File: src/design/cspm_pkg.sv
// Package: constants, register map and helpers for the clock/power unit
`default_nettype none
package cspm_pkg;
  // Clock rate and slow RC stand-in
  localparam int unsigned CLK_HZ = 50_000_000;
  localparam int unsigned SLOW_RC_HZ = 16_000;
  localparam int unsigned SLOW_DIV = CLK_HZ / SLOW_RC_HZ;
  localparam logic [11:0] SLOW_DIV_M1 = 12'(SLOW_DIV - 1);

  // Sequencer counts in oscillator periods
  localparam logic [17:0] CFG_FAST_DEF = 18'h20000;
  localparam logic [3:0] CFG_SLOW = 4'h8;
  localparam logic [17:0] WARM_FAST_LONG = 18'h00800;
  localparam logic [17:0] WARM_FAST_SHORT = 18'h00040;
  localparam logic [3:0] WARM_SLOW = 4'h5;

  // Register byte offsets
  localparam logic [7:0] OFS_MEM_WAIT = 8'h00;
  localparam logic [7:0] OFS_CPU_DIV = 8'h04;
  localparam logic [7:0] OFS_CLK_APPLY = 8'h08;
  localparam logic [7:0] OFS_PWR_CTRL = 8'h0c;
  localparam logic [7:0] OFS_P1_WAKE = 8'h10;
  localparam logic [7:0] OFS_STATUS = 8'h14;

  // Reset values and the apply key
  localparam logic [7:0] RST_MEM_WAIT = 8'h71;
  localparam logic [2:0] RST_CPU_DIV = 3'h7;
  localparam logic [7:0] RST_PWR_CTRL = 8'h08;
  localparam logic [7:0] RST_P1_WAKE = 8'h00;
  localparam logic [7:0] APPLY_KEY = 8'h69;

  // Field positions
  localparam int unsigned PC_LIGHT = 0;
  localparam int unsigned PC_DEEP = 1;
  localparam int unsigned PC_FLAG = 2;
  localparam int unsigned PC_MOVX = 3;
  localparam int unsigned PC_SRD = 7;
  localparam int unsigned MW_FETCH_LSB = 4;
  localparam int unsigned MW_XWR = 3;
  localparam int unsigned MW_XRD_LSB = 0;

  // Clock source options
  typedef enum logic [2:0] {
    OPT_RC = 3'h0,
    OPT_RC_RTC = 3'h1,
    OPT_XTAL_HI = 3'h2,
    OPT_XTAL_LO = 3'h3,
    OPT_EXT_CLK = 3'h4
  } cspm_opt_e;

  // Sequencer states
  typedef enum logic [5:0] {
    ST_CFG = 6'h01,
    ST_WARM = 6'h02,
    ST_RUN = 6'h04,
    ST_LIGHT = 6'h08,
    ST_DEEP = 6'h10,
    ST_WAKE = 6'h20
  } cspm_state_e;

  // Divider reload: fosc / 128 for code 0 up to fosc / 1 for code 7
  function automatic logic [6:0] cspm_div_reload(input logic [2:0] sel);
    cspm_div_reload = 7'((8'h80 >> sel) - 8'h01);
  endfunction : cspm_div_reload
endpackage : cspm_pkg
`default_nettype wire

File: src/design/cspm_warm_timer.sv
// Two-stage warm-up counter: fast periods first, then slow RC ticks
`timescale 1ns/1ps
`default_nettype none
module cspm_warm_timer (
  // Clock and reset
  input wire logic hclk,
  input wire logic hresetn,
  // Control
  input wire logic start,
  input wire logic [17:0] fast_n,
  input wire logic [3:0] slow_n,
  input wire logic slow_tick,
  // Result
  output logic done
);
  logic [17:0] fast_q;
  logic [3:0] slow_q;
  logic busy_q;

  // Load on start; fast count runs every cycle, slow count on RC ticks
  always_ff @(posedge hclk or negedge hresetn) begin
    if (!hresetn) begin
      fast_q <= 18'h0;
      slow_q <= 4'h0;
      busy_q <= 1'b0;
      done <= 1'b0;
    end else begin
      done <= 1'b0;
      if (start) begin
        fast_q <= fast_n;
        slow_q <= slow_n;
        busy_q <= 1'b1;
      end else if (busy_q) begin
        if (fast_q != 18'h0) begin
          fast_q <= fast_q - 18'h1;
        end else if (slow_q != 4'h0) begin
          if (slow_tick) begin
            slow_q <= slow_q - 4'h1;
          end
        end else begin
          busy_q <= 1'b0;
          done <= 1'b1;
        end
      end
    end
  end
endmodule : cspm_warm_timer
`default_nettype wire

File: src/design/cspm_cpu_div.sv
// CPU clock enable divider, fosc / 128 .. fosc / 1
`timescale 1ns/1ps
`default_nettype none
module cspm_cpu_div (
  // Clock and reset
  input wire logic hclk,
  input wire logic hresetn,
  // Control
  input wire logic enable,
  input wire logic [2:0] sel,
  // Output pulse
  output logic tick
);
  logic [6:0] cnt_q;

  // Count down to zero, pulse, reload from the applied ratio
  always_ff @(posedge hclk or negedge hresetn) begin
    if (!hresetn) begin
      cnt_q <= 7'h0;
      tick <= 1'b0;
    end else if (!enable) begin
      cnt_q <= 7'h0;
      tick <= 1'b0;
    end else if (cnt_q == 7'h0) begin
      cnt_q <= cspm_pkg::cspm_div_reload(sel);
      tick <= 1'b1;
    end else begin
      cnt_q <= cnt_q - 7'h1;
      tick <= 1'b0;
    end
  end
endmodule : cspm_cpu_div
`default_nettype wire

File: src/design/cspm_top.sv
// Clock source and power mode unit with AHB-Lite register slave
`timescale 1ns/1ps
`default_nettype none
module cspm_top #(
  parameter logic [17:0] CFG_FAST_CYCLES = cspm_pkg::CFG_FAST_DEF
) (
  // Clock and reset
  input wire logic hclk,
  input wire logic hresetn,
  // AHB-Lite slave
  input wire logic hsel,
  input wire logic [31:0] haddr,
  input wire logic [1:0] htrans,
  input wire logic hwrite,
  input wire logic [2:0] hsize,
  input wire logic [31:0] hwdata,
  input wire logic hready,
  output logic hreadyout,
  output logic hresp,
  output logic [31:0] hrdata,
  // Power-on option strap
  input wire logic [2:0] clk_option,
  // Oscillator pins and their GPIO owners
  input wire logic osc_input_pin_in,
  output logic osc_input_pin_out,
  output logic osc_input_pin_oe,
  input wire logic osc_output_pin_in,
  output logic osc_output_pin_out,
  output logic osc_output_pin_oe,
  input wire logic in_gpio_out,
  input wire logic in_gpio_oe,
  input wire logic out_gpio_out,
  input wire logic out_gpio_oe,
  // Wake sources
  input wire logic [7:0] port0_in,
  input wire logic [7:0] port1_in,
  input wire logic irq_pending,
  // Program fetch handshake
  input wire logic fetch_start,
  output logic fetch_done,
  // Clock and mode outputs
  output logic cpu_clk_en,
  output logic periph_run,
  output logic osc_run,
  output logic xtal_drive_en,
  output logic rtc_tick,
  output logic [2:0] program_fetch_wait,
  output logic xram_write_extra,
  output logic [2:0] xram_read_wait,
  output logic movx_high_byte_select,
  output logic serial_rate_double
);
  cspm_pkg::cspm_state_e state_q;
  logic [2:0] opt_q;
  logic opt_taken_q;
  logic [7:0] mem_wait_q;
  logic [2:0] cpu_div_q;
  logic [2:0] div_applied_q;
  logic [7:0] pwr_ctrl_q;
  logic [7:0] p1_wake_q;
  logic [11:0] slow_cnt_q;
  logic slow_tick_q;
  logic start_q;
  logic warm_done;
  logic div_tick;
  logic [7:0] p0_prev_q;
  logic [7:0] p1_prev_q;
  logic in_pin_prev_q;
  logic wr_pend_q;
  logic rd_pend_q;
  logic [7:0] addr_q;
  logic [2:0] fetch_cnt_q;
  logic fetch_busy_q;
  logic pin_change;
  logic addr_ok;
  logic wr_cmt;
  logic rc_src;
  logic xtal_src;
  logic [17:0] tmr_fast;
  logic [3:0] tmr_slow;
  logic [7:0] rd_mux;

  ////////////////////////////////////////////////////////////////////////
  // Option decode and strap capture

  assign rc_src = (opt_q == 3'(cspm_pkg::OPT_RC))
    || (opt_q == 3'(cspm_pkg::OPT_RC_RTC));
  assign xtal_src = (opt_q == 3'(cspm_pkg::OPT_RC_RTC))
    || (opt_q == 3'(cspm_pkg::OPT_XTAL_HI))
    || (opt_q == 3'(cspm_pkg::OPT_XTAL_LO));

  // Strap is sampled after release, never under the async reset
  always_ff @(posedge hclk or negedge hresetn) begin
    if (!hresetn) begin
      opt_q <= 3'h0;
      opt_taken_q <= 1'b0;
    end else if (!opt_taken_q) begin
      opt_q <= clk_option;
      opt_taken_q <= 1'b1;
    end
  end

  // Slow RC stand-in: enable pulse from a divider of hclk
  always_ff @(posedge hclk or negedge hresetn) begin
    if (!hresetn) begin
      slow_cnt_q <= 12'h0;
      slow_tick_q <= 1'b0;
    end else if (slow_cnt_q == cspm_pkg::SLOW_DIV_M1) begin
      slow_cnt_q <= 12'h0;
      slow_tick_q <= 1'b1;
    end else begin
      slow_cnt_q <= slow_cnt_q + 12'h1;
      slow_tick_q <= 1'b0;
    end
  end

  ////////////////////////////////////////////////////////////////////////
  // Startup and sleep sequencer

  // Wake detect: port 0 always armed, port 1 per enable bit
  assign pin_change = (|(port0_in ^ p0_prev_q))
    || (|((port1_in ^ p1_prev_q) & p1_wake_q));

  always_ff @(posedge hclk or negedge hresetn) begin
    if (!hresetn) begin
      p0_prev_q <= 8'h0;
      p1_prev_q <= 8'h0;
    end else begin
      p0_prev_q <= port0_in;
      p1_prev_q <= port1_in;
    end
  end

  // Counts fed to the warm-up timer; it loads one edge after the state moves
  always_comb begin
    tmr_fast = cspm_pkg::WARM_FAST_LONG;
    tmr_slow = cspm_pkg::WARM_SLOW;
    if (state_q == cspm_pkg::ST_CFG) begin
      tmr_fast = CFG_FAST_CYCLES;
      tmr_slow = cspm_pkg::CFG_SLOW;
    end else if (state_q == cspm_pkg::ST_WAKE && rc_src) begin
      tmr_fast = cspm_pkg::WARM_FAST_SHORT;
    end
  end

  cspm_warm_timer u_warm (
    .hclk(hclk),
    .hresetn(hresetn),
    .start(start_q),
    .fast_n(tmr_fast),
    .slow_n(tmr_slow),
    .slow_tick(slow_tick_q),
    .done(warm_done)
  );

  // Mode state; light sleep keeps the oscillator so it resumes at once
  always_ff @(posedge hclk or negedge hresetn) begin
    if (!hresetn) begin
      state_q <= cspm_pkg::ST_CFG;
      start_q <= 1'b1;
    end else begin
      start_q <= 1'b0;
      unique case (state_q)
        cspm_pkg::ST_CFG: begin
          if (warm_done) begin
            state_q <= cspm_pkg::ST_WARM;
            start_q <= 1'b1;
          end
        end
        cspm_pkg::ST_WARM: begin
          if (warm_done) begin
            state_q <= cspm_pkg::ST_RUN;
          end
        end
        cspm_pkg::ST_RUN: begin
          if (pwr_ctrl_q[cspm_pkg::PC_DEEP]) begin
            state_q <= cspm_pkg::ST_DEEP;
          end else if (pwr_ctrl_q[cspm_pkg::PC_LIGHT]) begin
            state_q <= cspm_pkg::ST_LIGHT;
          end
        end
        cspm_pkg::ST_LIGHT: begin
          if (pin_change || irq_pending) begin
            state_q <= cspm_pkg::ST_RUN;
          end
        end
        cspm_pkg::ST_DEEP: begin
          if (pin_change) begin
            state_q <= cspm_pkg::ST_WAKE;
            start_q <= 1'b1;
          end
        end
        cspm_pkg::ST_WAKE: begin
          if (warm_done) begin
            state_q <= cspm_pkg::ST_RUN;
          end
        end
      endcase
    end
  end

  ////////////////////////////////////////////////////////////////////////
  // CPU clock, fetch wait and mode outputs

  cspm_cpu_div u_div (
    .hclk(hclk),
    .hresetn(hresetn),
    .enable(state_q == cspm_pkg::ST_RUN),
    .sel(div_applied_q),
    .tick(div_tick)
  );

  // All outputs registered; deep sleep drops every clock enable
  always_ff @(posedge hclk or negedge hresetn) begin
    if (!hresetn) begin
      cpu_clk_en <= 1'b0;
      periph_run <= 1'b0;
      osc_run <= 1'b1;
      xtal_drive_en <= 1'b0;
    end else begin
      cpu_clk_en <= div_tick && (state_q == cspm_pkg::ST_RUN);
      periph_run <= (state_q == cspm_pkg::ST_RUN)
        || (state_q == cspm_pkg::ST_LIGHT);
      osc_run <= (state_q != cspm_pkg::ST_DEEP);
      xtal_drive_en <= xtal_src && opt_taken_q
        && (state_q != cspm_pkg::ST_DEEP);
    end
  end

  // Fetch wait: done follows start by the field value plus two cycles
  always_ff @(posedge hclk or negedge hresetn) begin
    if (!hresetn) begin
      fetch_cnt_q <= 3'h0;
      fetch_busy_q <= 1'b0;
      fetch_done <= 1'b0;
    end else begin
      fetch_done <= 1'b0;
      if (fetch_start && !fetch_busy_q) begin
        fetch_cnt_q <= mem_wait_q[cspm_pkg::MW_FETCH_LSB +: 3];
        fetch_busy_q <= 1'b1;
      end else if (fetch_busy_q) begin
        if (fetch_cnt_q == 3'h0) begin
          fetch_busy_q <= 1'b0;
          fetch_done <= 1'b1;
        end else begin
          fetch_cnt_q <= fetch_cnt_q - 3'h1;
        end
      end
    end
  end

  // Oscillator pin ownership per source option
  always_ff @(posedge hclk or negedge hresetn) begin
    if (!hresetn) begin
      osc_input_pin_out <= 1'b0;
      osc_input_pin_oe <= 1'b0;
      osc_output_pin_out <= 1'b0;
      osc_output_pin_oe <= 1'b0;
      in_pin_prev_q <= 1'b0;
      rtc_tick <= 1'b0;
    end else begin
      in_pin_prev_q <= osc_input_pin_in;
      osc_input_pin_out <= in_gpio_out;
      osc_input_pin_oe <= in_gpio_oe && opt_taken_q
        && (opt_q == 3'(cspm_pkg::OPT_RC));
      osc_output_pin_out <= out_gpio_out;
      osc_output_pin_oe <= out_gpio_oe && opt_taken_q
        && ((opt_q == 3'(cspm_pkg::OPT_RC))
        || (opt_q == 3'(cspm_pkg::OPT_EXT_CLK)));
      rtc_tick <= (opt_q == 3'(cspm_pkg::OPT_RC_RTC))
        && osc_input_pin_in && !in_pin_prev_q;
    end
  end

  ////////////////////////////////////////////////////////////////////////
  // AHB-Lite slave: writes zero-wait, reads one wait state

  assign addr_ok = hsel && htrans[1] && hready;
  assign wr_cmt = wr_pend_q;

  always_ff @(posedge hclk or negedge hresetn) begin
    if (!hresetn) begin
      wr_pend_q <= 1'b0;
      rd_pend_q <= 1'b0;
      addr_q <= 8'h0;
      hreadyout <= 1'b1;
      hresp <= 1'b0;
      hrdata <= 32'h0;
    end else begin
      hresp <= 1'b0;
      wr_pend_q <= addr_ok && hwrite;
      if (addr_ok) begin
        addr_q <= {haddr[7:2], 2'b00};
      end
      if (addr_ok && !hwrite) begin
        rd_pend_q <= 1'b1;
        hreadyout <= 1'b0;
      end else if (rd_pend_q) begin
        rd_pend_q <= 1'b0;
        hreadyout <= 1'b1;
        hrdata <= {24'h0, rd_mux};
      end
    end
  end

  // Read mux: the command register reads zero, unmapped reads zero
  always_comb begin
    unique case (addr_q)
      cspm_pkg::OFS_MEM_WAIT: rd_mux = mem_wait_q;
      cspm_pkg::OFS_CPU_DIV: rd_mux = {5'h0, cpu_div_q};
      cspm_pkg::OFS_PWR_CTRL: rd_mux = pwr_ctrl_q;
      cspm_pkg::OFS_P1_WAKE: rd_mux = p1_wake_q;
      cspm_pkg::OFS_STATUS: rd_mux = {opt_q, div_applied_q,
        state_q == cspm_pkg::ST_RUN, state_q == cspm_pkg::ST_WAKE};
      default: rd_mux = 8'h0;
    endcase
  end

  // Register writes and the divider apply command
  always_ff @(posedge hclk or negedge hresetn) begin
    if (!hresetn) begin
      mem_wait_q <= cspm_pkg::RST_MEM_WAIT;
      cpu_div_q <= cspm_pkg::RST_CPU_DIV;
      div_applied_q <= cspm_pkg::RST_CPU_DIV;
      p1_wake_q <= cspm_pkg::RST_P1_WAKE;
    end else if (wr_cmt) begin
      if (addr_q == cspm_pkg::OFS_MEM_WAIT) begin
        mem_wait_q <= {1'b0, hwdata[6:0]};
      end
      if (addr_q == cspm_pkg::OFS_CPU_DIV) begin
        cpu_div_q <= hwdata[2:0];
      end
      if (addr_q == cspm_pkg::OFS_CLK_APPLY
          && hwdata[7:0] == cspm_pkg::APPLY_KEY) begin
        div_applied_q <= cpu_div_q;
      end
      if (addr_q == cspm_pkg::OFS_P1_WAKE) begin
        p1_wake_q <= hwdata[7:0];
      end
    end
  end

  // Power control: hardware clears the sleep bits as the mode ends
  always_ff @(posedge hclk or negedge hresetn) begin
    if (!hresetn) begin
      pwr_ctrl_q <= cspm_pkg::RST_PWR_CTRL;
    end else if (wr_cmt && addr_q == cspm_pkg::OFS_PWR_CTRL) begin
      pwr_ctrl_q <= {hwdata[7], 3'h0, hwdata[3:0]};
    end else begin
      if (state_q == cspm_pkg::ST_LIGHT && (pin_change || irq_pending)) begin
        pwr_ctrl_q[cspm_pkg::PC_LIGHT] <= 1'b0;
      end
      if (state_q == cspm_pkg::ST_DEEP && pin_change) begin
        pwr_ctrl_q[cspm_pkg::PC_DEEP] <= 1'b0;
        pwr_ctrl_q[cspm_pkg::PC_LIGHT] <= 1'b0;
      end
    end
  end

  // Configuration fields passed to the core
  always_ff @(posedge hclk or negedge hresetn) begin
    if (!hresetn) begin
      program_fetch_wait <=
        cspm_pkg::RST_MEM_WAIT[cspm_pkg::MW_FETCH_LSB +: 3];
      xram_write_extra <= cspm_pkg::RST_MEM_WAIT[cspm_pkg::MW_XWR];
      xram_read_wait <= cspm_pkg::RST_MEM_WAIT[cspm_pkg::MW_XRD_LSB +: 3];
      movx_high_byte_select <= cspm_pkg::RST_PWR_CTRL[cspm_pkg::PC_MOVX];
      serial_rate_double <= cspm_pkg::RST_PWR_CTRL[cspm_pkg::PC_SRD];
    end else begin
      program_fetch_wait <= mem_wait_q[cspm_pkg::MW_FETCH_LSB +: 3];
      xram_write_extra <= mem_wait_q[cspm_pkg::MW_XWR];
      xram_read_wait <= mem_wait_q[cspm_pkg::MW_XRD_LSB +: 3];
      movx_high_byte_select <= pwr_ctrl_q[cspm_pkg::PC_MOVX];
      serial_rate_double <= pwr_ctrl_q[cspm_pkg::PC_SRD];
    end
  end

  // Unused inputs of the bus and pins are deliberately ignored
  logic unused_ok;
  assign unused_ok = ^{haddr[31:8], haddr[1:0], hsize, hwdata[31:8],
    osc_output_pin_in, pwr_ctrl_q[cspm_pkg::PC_FLAG]};
endmodule : cspm_top
`default_nettype wire

File: config.mk
export PLATFORM = sky130hd
export DESIGN_NAME = cspm_top
export DESIGN_NICKNAME = d
export VERILOG_FILES = /design/src/design/cspm_pkg.sv /design/src/design/cspm_warm_timer.sv /design/src/design/cspm_cpu_div.sv /design/src/design/cspm_top.sv
export SDC_FILE = /design/constraint.sdc
export NUM_CORES = 1
export LEC_CHECK = 0
export BUFFER_PORTS_ARGS = -buffer_cell sky130_fd_sc_hd__buf_4
export CORE_ASPECT_RATIO = 1.25
export CORE_MARGIN = 10
export CORE_UTILIZATION = 25
export CTS_CLUSTER_SIZE = 14
export DETAILED_ROUTE_END_ITERATION = 10
export PLACE_DENSITY = 0.45
export SYNTH_ARGS = -nofsm -noshare
export SYNTH_HDL_FRONTEND = slang
export SYNTH_SLANG_ARGS = --single-unit
export TNS_END_PERCENT = 5
File: constraint.sdc
create_clock -name hclk -period 3.1 [get_ports hclk]
set_input_delay 0.62 -clock hclk [delete_from_list [all_inputs] [get_ports hclk]]
set_output_delay 0.62 -clock hclk [all_outputs]
set_load 0.01 [all_outputs]
==> impl_results.md, run 1 <==
- Die span in y: 200 um
- MaxCap Viol Count: 0
- Fin. Hold Viols: 0
- Post-Place Worst Slack: 413 ps
- Drt total wl: 15,700 um
- Worst Path Arrival: 3010 ps
- Least-Margin Pin Slew: 801 ps
- Leakage: 3.50 nW
- First-pass GRT wire length: 25,200 um
- Finished Cell Area: 7890 um^2
- Synth top area share: 0.460
- Setup tns final: 0 ps
- Detailed-route via count: 4,567
- VDD IR max: 0.304 mV
- CP Launch Type: flip-flop
- Hold_buf cts: 0
- Number of flops mapped to enable cells by yosys: 0
- GRT Total Usage: 0.0973
- FF-to-FF Start: u_div.cnt_q[5]
- Initial antenna violation count: 0
- DRT Pass-1 Iters: 4
- Primary FF master, synth: dfrtp_1
- Post-detail-place hpwl: 11,600 um
- Main area contributors after synthesis: dfrtp_1, dfstp_2, mux2_2
- Seq cells post-synth: 139
- Post-CTS Resized: 0
- Clock buffer depth: 2
- Pwr dens: 569 nW/um^2
- Vias in the first global route: 4,638
- Crit path max fanout: 6
- Min Tclk post-route: 2670 ps
- RSZ-0062 raised after global routing: no
- Total congestion overflow: 0
- Synth Warn #: 0
- GRT met1 Usage: 0.119
- PnR worst setup slack: 431 ps
- Drt drc: 0
- Critical path class: flip-flop to flip-flop
- Synth area leader: dfrtp_1
- Worst hold slack: 215 ps
- Starting DRT DRC Count: 297
- Clk Latency, worst-skew pair: 420 ps
- Count of final setup violators: 0
- Max transition margin: 0.462
- Total die area: 32,800 um^2
- Final period util: 0.861
- Row cnt: 65
- Worst setup path startpoint: u_div.cnt_q[5]
- Layout Nets: 768
- Layout cells sized above 1: 0.262
- CP Capture Type: flip-flop
- Die W: 164 um
- Buffers on Ports: 73
- CTS Root Cell: clkbuf_16
- Largest net degree at the start of global routing: 74
- Syn Area/Cell: 11.2 um^2
- Clk sinks: 139
- # diodes: 0
- Starting Density: 0.255
- CP required: 3440 ps
- Highest Clock Rate: 375 MHz
- Synth Cell Area: 6470 um^2
- DP Area: 7320 um^2
- Core ar.: 25,400 um^2
- Fillcell total: 2,615
- Synthesis-to-finish area growth: 21.9%
- Top Ports: 154
- Grt met2 use: 0.157
- Placer Congestion: 0.771
- Hold Path Class: primary input to async pin
- Post-synthesis async set-or-reset flop share: 1.00
- Setup Skew: 7.59 ps
- M3 GR Usage: 0.0266
- Final Slew Violations: 0
- GR peak layer: met2
- Post-CTS setup buffer count: 0
- Vias per cell: 4.54
- Cell count after synthesis: 579
- CTS Buf Count: 17
- Design Power: 4.49 mW
- Antenna viol nets, final: 0
- Synth cell types: 67
- Status: finished, final reports clean
- Routed length per placed instance: 15.6 um
- Clock slew at reported path FFs: 60 ps
- CTS tree: built
- H-tree level count: 4
- Seq/Total Area, Yosys: 0.541
metrics by stage:
step	instances	utilization
global placement	975	0.288
finish	1007	0.311
CTS	1007	0.311
global route	1007	0.311
floorplan	603	-
detailed placement	975	0.288
synth_stat cells, types with 14 or more instances:
cell        n
dfstp_2    20
a31oi_1    14
nor2_1     63
inv_1      26
mux2_2     34
clkbuf_1   15
nand3_1    14
xor2_1     26
xnor2_1    20
dfrtp_1   119
buf_4      25
nand2_1    23
kinds of logic (layout without fill, tap and decap cells):
group	after synthesis	in the layout	synth area share
fa+ha+maj	8	8	0.0155
buf+inv	70	139	0.0595
xor+xnor	46	46	0.0623
mux	44	44	0.0746
simple gates	180	180	0.148
flops	139	139	0.541
compound gates	90	90	0.0978
other cells	2	26	0.00116
layer usage:
metal | vias up | part of all wire | routed length [um]
li1 | 2173 | - | -
met1 | 2274 | 0.44 | 6890
met2 | 103 | 0.49 | 7680
met3 | 17 | 0.051 | 804
met4 | 0 | 0.018 | 286
met5 | - | 0 | 0
worst max-delay path, stage by stage, from the launching register on:
cell and delay [ps]:
dfrtp_1 430, nor2_1 90, nor4b_1 140, buf_4 150, a31oi_1 180, ha_1 220, nor3b_1 380, or2b_2 370
or4_1 470, a31oi_1 170
power by group:
group	internal, mW	switching, mW
logic	0.223	0.242
registers	1.95	0.0983
clock network	1.20	0.768
area by class of cell:
type                            instances  area (um^2)  share of cell area
Timing Repair Buffer                   81          624              0.0791
Inverter                               26         97.6              0.0124
Clock inverter                         11          121              0.0154
Clock buffer                           21          450              0.0571
Sequential cell                       139         3500               0.444
Tap cell                              335          419              0.0531
Multi-Input combinational cell        394         2670               0.339
worst paths after layout:
kind                                       to  slack (ps)  cells after the start
max reg2reg                    u_div.cnt_q[6]         430                      9
min                              fetch_busy_q         220                      1
max                            u_div.cnt_q[6]         430                      9
min in group hclk          osc_output_pin_out         310                      1
min reg2reg                 xram_read_wait[0]         380                      0
max in group asynchronous             start_q        2030                      2
placed cells by master, fill, tap and decap left out, types with 4 or more instances in the layout:
cell type  netlist  routed
dfrtp_1        119     119
buf_4           25      79
nor2_1          63      63
mux2_2          34      34
inv_1           26      26
xor2_1          26      26
conb_1           2      26
nand2_1         23      23
xnor2_1         20      20
dfstp_2         20      20
clkbuf_16        0      17
a31oi_1         14      14
nand3_1         14      14
o21ai_0         13      13
nor3_1          12      12
a21oi_1         10      10
mux2i_1         10      10
nor4b_1          9       9
nand4_1          9       9
a22o_1           8       8
ha_1             8       8
nor4_1           7       7
o22ai_1          7       7
a22oi_1          6       6
and3_1           5       5
nor2b_1          5       5
a211oi_1         5       5
or2_2            4       4
or4_1            4       4
and2_1           4       4
clkinv_2         0       4
state kept, by name, summed over array words and instances (netlist names), 4 cells and up:
signal	count
addr_q	6
hrdata	8
mem_wait_q	7
p0_prev_q	8
p1_prev_q	8
p1_wake_q	8
pwr_ctrl_q	5
slow_cnt_q	12
state_q	6
u_div.cnt_q	7
u_warm.fast_q	18
u_warm.slow_q	4
Note: power is estimated with default switching activity, not from simulation.
==> inputs of run 2 (changes only) <==
--- a/config.mk
+++ b/config.mk
@@ -6,12 +6,14 @@
 export NUM_CORES = 1
 export LEC_CHECK = 0
 export BUFFER_PORTS_ARGS = -buffer_cell sky130_fd_sc_hd__buf_4
+export CELL_PAD_IN_SITES_DETAIL_PLACEMENT = 1
+export CELL_PAD_IN_SITES_GLOBAL_PLACEMENT = 1
 export CORE_ASPECT_RATIO = 1.25
 export CORE_MARGIN = 10
 export CORE_UTILIZATION = 25
 export CTS_CLUSTER_SIZE = 14
 export DETAILED_ROUTE_END_ITERATION = 10
-export PLACE_DENSITY = 0.45
+export PLACE_DENSITY = 0.54
 export SYNTH_ARGS = -nofsm -noshare
 export SYNTH_HDL_FRONTEND = slang
 export SYNTH_SLANG_ARGS = --single-unit
==> run 2 against run 1 <==
Effect of this change: first-iteration DRC count down 44%; global-route usage is 1.2 points higher; sequential share of layout area about the same; critical path type unchanged; wire length is 11% higher; die area stayed put; register-to-register slack got worse by 80 ps; non-clock buffer count did not move; power up 1.1%; worst setup slack got worse by 76 ps.
==> impl_results.md, run 2 (synthesis results as in run 1) <==
- Critical path class: flip-flop to flip-flop
- Top Registers: u_warm.fast_q: 18 flops, slow_cnt_q: 12 flops
- Drt total wl: 17,300 um (+11%)
- Synthesis-to-finish area growth: 22.0% (about the same)
- Internal reg-to-reg setup slack: 360 ps (-80 ps)
- Worst Path Arrival: 3090 ps (+80 ps)
- Starting DRT DRC Count: 166 (-44%)
- Slowest stage cell, crit path: or4_1
- Total die area: 32,800 um^2 (unchanged)
- Crit path cell chain: nor2_1 -> nor4b_1 -> buf_4 -> a31oi_1 -> ha_1 -> nor3b_1 -> or2b_2 -> or4_1 -> a31oi_1
- Status: finished, final reports clean
- CP peak stage delay: 480 ps (about the same)
- Leading cell type in the layout, fill and taps excluded: dfrtp_1
- Delay-heaviest family, CP: simple AND/OR/NAND/NOR gates
- DP Area: 7320 um^2 (unchanged)
- Highest Clock Rate: 364 MHz (-2.8%)
- GRT met1 Usage: 0.124 (+0.00468)
- Max transition margin: 0.351 (-0.111)
- CP required: 3450 ps (about the same)
- Post-CTS setup buffer count: 0 (unchanged)
- Multi-input gate area: 2670 um^2 (unchanged)
- Fillcell total: 2,880 (+10%)
- Layout Utilization: 0.311 (about the same)
- CP Capture Type: flip-flop
- Clock buffer depth: 2 (unchanged)
- Finished Cell Area: 7900 um^2 (about the same)
- Vias in the first global route: 5,289 (+14%)
- First-pass GRT wire length: 28,300 um (+12%)
- Starting Density: 0.255 (unchanged)
- RSZ-0062 raised after global routing: no
- Clk sinks: 139 (unchanged)
- Crit path max fanout: 6 (unchanged)
- Layout cells sized above 1: 0.266 (+0.00446)
- Final period util: 0.885 (+0.0247)
- CTS Buf Count: 17 (unchanged)
- Post-detail-place hpwl: 12,700 um (+9.9%)
- Die W: 164 um (unchanged)
- Detailed-route via count: 4,633 (+1.4%)
- Most flop-heavy register: u_warm.fast_q
- Pwr dens: 575 nW/um^2 (+1.0%)
- Layout Nets: 768 (unchanged)
- CP Launch Type: flip-flop
- VDD IR max: 0.386 mV (+27%)
- Clock slew at reported path FFs: 60 ps (about the same)
- Setup Skew: 10.1 ps (+2.48 ps)
- Crit path buf inv count: 1 (unchanged)
- Clk Latency, worst-skew pair: 430 ps (about the same)
- Most frequent cells in the layout: dfrtp_1, buf_4, nor2_1
- Placer Congestion: 0.753 (-2.3%)
- Largest net degree at the start of global routing: 79 (+6.8%)
- Leakage: 3.50 nW (about the same)
- Reg area: 3500 um^2 (unchanged)
- Buffers on Ports: 73 (unchanged)
- Routed length per placed instance: 17.2 um (+11%)
- Top Ports: 154 (unchanged)
- CTS tree: built
- Row cnt: 65 (unchanged)
- Final Slew Violations: 0 (unchanged)
- MaxCap Viol Count: 0 (unchanged)
- Antenna viol nets, final: 0 (unchanged)
- Grt met2 use: 0.195 (+0.0380)
- M3 GR Usage: 0.0256 (-0.00102)
- Initial antenna violation count: 0 (unchanged)
- Die span in y: 200 um (unchanged)
- H-tree level count: 4 (unchanged)
- Least-Margin Pin Slew: 967 ps (+165 ps)
- Design Power: 4.54 mW (+1.1%)
- # diodes: 0 (unchanged)
- Crit-path most repeated cell: a31oi_1
- CTS Root Cell: clkbuf_16
- GR peak layer: met2
- Vias per cell: 4.60 (+1.4%)
- Hold_buf cts: 0 (unchanged)
- Max reg flops: 18 (unchanged)
- Setup tns final: 0 ps (unchanged)
- DRT Pass-1 Iters: 4 (unchanged)
- GRT Total Usage: 0.109 (+0.0121)
- Fin. Hold Viols: 0 (unchanged)
- Core ar.: 25,400 um^2 (unchanged)
- Min Tclk post-route: 2740 ps (+76.4 ps)
- Total congestion overflow: 0 (unchanged)
- Post-CTS Resized: 0 (unchanged)
- Hold Path Class: primary input to async pin
- Drt drc: 0 (unchanged)
- Count of final setup violators: 0 (unchanged)
run 2: cell types whose count changed in the layout (fill, tap and decap cells not counted):
cell / previous run / this run
clkinvlp_4: 2 / 3
clkbuf_1: 3 / 0
bufinv_16: 2 / 1
clkinv_2: 4 / 3
clkbuf_8: 1 / 3
inv_6: 0 / 3
clkinv_4: 3 / 2
run 2: path summary, 6_finish.rpt:
check	to	startpoint	depth (start not counted)
min	p0_prev_q[2]	hresetn	1
max in group asynchronous	start_q	hresetn	2
min reg2reg	movx_high_byte_select	pwr_ctrl_q[3]	0
max reg2reg	u_div.cnt_q[6]	u_div.cnt_q[5]	9
min in group hclk	osc_output_pin_out	out_gpio_out	1
max	u_div.cnt_q[6]	u_div.cnt_q[5]	9
run 2: through the flow:
step                      hold WS (ps)  worst slack [ps]  std cells
after floorplan                    324               463        603
after global placement             371               527        975
after detailed placement           370               346        975
after CTS                          255               343       1007
after global routing               274               128       1007
final                              225               355       1007
run 2: area by class of cell:
class	instances	share of cell area
clock buffers	20	0.0591
clock inverters	12	0.0141
inverters	26	0.0124
multi-input cells	394	0.339
flip-flops and latches	139	0.444
well taps	335	0.0531
repair buffers	81	0.0791
run 2: layer usage:
| metal | vias to the layer above | wire length [um] |
|---|---|---|
| met1 | 2376 | 7400 |
| met3 | 15 | 509 |
| met2 | 75 | 9180 |
| met4 | 0 | 236 |
| li1 | 2167 | - |
| met5 | - | 0 |
run 2: power by group:
part / internal, mW / switching, mW
registers: 1.95 / 0.107
logic: 0.224 / 0.252
clock network: 1.17 / 0.830
total: 3.35 / 1.19
==> inputs of run 3 (changes only) <==
--- a/config.mk
+++ b/config.mk
@@ -5,15 +5,14 @@
 export SDC_FILE = /design/constraint.sdc
 export NUM_CORES = 1
 export LEC_CHECK = 0
-export BUFFER_PORTS_ARGS = -buffer_cell sky130_fd_sc_hd__buf_4
 export CELL_PAD_IN_SITES_DETAIL_PLACEMENT = 1
 export CELL_PAD_IN_SITES_GLOBAL_PLACEMENT = 1
 export CORE_ASPECT_RATIO = 1.25
-export CORE_MARGIN = 10
 export CORE_UTILIZATION = 25
 export CTS_CLUSTER_SIZE = 14
 export DETAILED_ROUTE_END_ITERATION = 10
-export PLACE_DENSITY = 0.54
+export DONT_BUFFER_PORTS = 1
+export PLACE_DENSITY = 0.48
 export SYNTH_ARGS = -nofsm -noshare
 export SYNTH_HDL_FRONTEND = slang
 export SYNTH_SLANG_ARGS = --single-unit
==> run 3 against run 2 <==
Effect of this change: the run now ends with negative hold slack left; register-to-register slack improved by 90 ps; worst setup slack improved by 86 ps; cell count decreased by 7.0%; via count down 5.4%; highest routed layer is now met5.
==> impl_results.md, run 3 (synthesis results as in run 1) <==
- Sequential share of power: 0.464 (+0.010)
- Layout Nets: 698 (-9.1%)
- Psw: 1.16 mW (-2.8%)
- Vias per cell: 4.68 (+1.7%)
- DRT Pass-1 Iters: 4 (unchanged)
- Worst hold slack: -119 ps (-344 ps)
- Post-CTS setup buffer count: 0 (unchanged)
- CTS tree: built
- Least-Margin Pin Slew: 820 ps (-147 ps)
- VDD IR max: 0.366 mV (-5.1%)
- Most flop-heavy register: u_warm.fast_q
- Row cnt: 65 (unchanged)
- Layout Utilization: 0.291 (-0.0206)
- Internal power: 3.32 mW (-0.83%)
- Hold Path Class: primary input to async pin
- Die span in y: 182 um (-9.0%)
- H-tree level count: 4 (unchanged)
- Post-Place Worst Slack: 440 ps (+93.6 ps)
- Detailed-route via count: 4,383 (-5.4%)
- Fillcell total: 2,877 (-0.10%)
- Starting Density: 0.255 (unchanged)
- Largest net degree at the start of global routing: 140 (+77%)
- DP Area: 6780 um^2 (-7.4%)
- Max transition margin: 0.449 (+0.0981)
- Leakage: 3.16 nW (-9.8%)
- Buffers on Ports: 0 (-100%)
- Drt total wl: 15,900 um (-8.4%)
- Clock power share: 0.465 (+0.024)
- Pwr dens: 607 nW/um^2 (+5.6%)
- Min Tclk post-route: 2660 ps (-85.6 ps)
- Post-detail-place hpwl: 11,400 um (-10%)
- Total die area: 26,500 um^2 (-19%)
- Clock buffer depth: 2 (unchanged)
- Failing checks: negative hold slack
- CP Capture Type: flip-flop
- CTS Buf Count: 17 (unchanged)
- Switching share of power: 0.258 (-0.00380)
- Combinational power share: 0.070 (-0.035)
- CTS Root Cell: clkbuf_16
- Worst Path Arrival: 3000 ps (-90 ps)
- Max reg flops: 18 (unchanged)
- Antenna viol nets, final: 0 (unchanged)
- Setup tns final: 0 ps (unchanged)
- Placer Congestion: 0.750 (-0.37%)
- Setup Skew: 11.8 ps (+1.75 ps)
- CP Launch Type: flip-flop
- Vias in the first global route: 4,704 (-11%)
- Core ar.: 25,400 um^2 (unchanged)
- Synthesis-to-finish area growth: 13.9%
- MaxCap Viol Count: 0 (unchanged)
- First-pass GRT wire length: 26,300 um (-7.0%)
- Initial antenna violation count: 1 (+1)
- Routed length per placed instance: 16.9 um (-1.5%)
- Critical path class: flip-flop to flip-flop
- Status: finished, violations left
- PnR worst setup slack: 441 ps (+85.6 ps)
- Leading cell type in the layout, fill and taps excluded: dfrtp_1
- Starting DRT DRC Count: 190 (+14%)
- Count of final setup violators: 0 (unchanged)
- Top Ports: 154 (unchanged)
- GRT Total Usage: 0.128 (+0.0186)
- Die W: 146 um (-11%)
- Layout cells sized above 1: 0.181 (-0.0853)
- Highest Clock Rate: 376 MHz (+3.2%)
- Finished Cell Area: 7370 um^2 (-6.6%)
- Post-CTS Resized: 0 (unchanged)
- Clk sinks: 139 (unchanged)
- Final Slew Violations: 0 (unchanged)
- CP required: 3440 ps (about the same)
- Drt drc: 0 (unchanged)
- Clock slew at reported path FFs: 70 ps (about the same)
- Top Registers: u_warm.fast_q: 18 flops, slow_cnt_q: 12 flops
- RSZ-0062 raised after global routing: no
- Final period util: 0.858 (-0.0276)
- # diodes: 0 (unchanged)
- Most frequent cells in the layout: dfrtp_1, nor2_1, mux2_2
- Design Power: 4.48 mW (-1.3%)
- Total congestion overflow: 0 (unchanged)
- Clk Latency, worst-skew pair: 430 ps (about the same)
- Fin. Hold Viols: 119 (+119)
- Crit path max fanout: 6 (unchanged)
## run 3: cell types whose count changed in the layout (fill, tap and decap cells not counted), sizes merged
cell / previous run / this run
bufinv: 1 / 2
inv: 29 / 36
clkinv: 5 / 1
buf: 81 / 11
clkbuf: 20 / 17
clkinvlp: 3 / 2
## run 3: layout make-up
| cell class | count | area (um^2) | area share |
|---|---|---|---|
| Clock inverter | 15 | 173 | 0.0234 |
| Tap cell | 335 | 419 | 0.0568 |
| Sequential cell | 139 | 3500 | 0.475 |
| Timing Repair Buffer | 11 | 82.6 | 0.0112 |
| Clock buffer | 17 | 425 | 0.0577 |
| Inverter | 26 | 97.6 | 0.0132 |
| Multi-Input combinational cell | 394 | 2670 | 0.362 |
## run 3: critical path: stages, from the launching register on
cell and delay (ps):
dfrtp_1 410, nor2_1 90, nor4b_1 140, buf_4 150
a31oi_1 170, ha_1 220, nor3b_1 390, or2b_2 370
or4_1 460, a31oi_1 170
## run 3: worst paths after layout
path	slack, ps	end	depth (start not counted)	from
max	440	u_div.cnt_q[6]	9	u_div.cnt_q[5]
min	-120	p0_prev_q[3]	0	hresetn
max reg2reg	440	u_div.cnt_q[6]	9	u_div.cnt_q[5]
min reg2reg	390	xram_read_wait[0]	0	mem_wait_q[0]
max in group asynchronous	2950	hreadyout	0	hresetn
min in group hclk	210	p0_prev_q[3]	0	port0_in[3]
## run 3: power by group through the flow
stage / Combinational (mW) / Sequential (mW) / Clock [mW]
floorplan: 0.291 / 2.06 / 0
global placement: 0.305 / 2.11 / 0
detailed placement: 0.318 / 2.11 / 0
CTS: 0.320 / 2.08 / 2.16
global route: 0.361 / 2.10 / 2.23
finish: 0.316 / 2.08 / 2.08
## run 3: metal layers
metal	track usage	vias up	routed length [um]	share of wire
met2	0.212	90	7750	0.49
li1	-	2019	-	-
met5	0	-	13	0.00082
met4	0.0497	2	237	0.015
met3	0.0354	22	810	0.051
met1	0.157	2250	7060	0.44
## run 3: metrics by stage
step / hold slack, ps / cells
floorplan: 324 / 603
global placement: 328 / 905
detailed placement: 326 / 905
CTS: -142 / 937
global route: -147 / 937
finish: -119 / 937
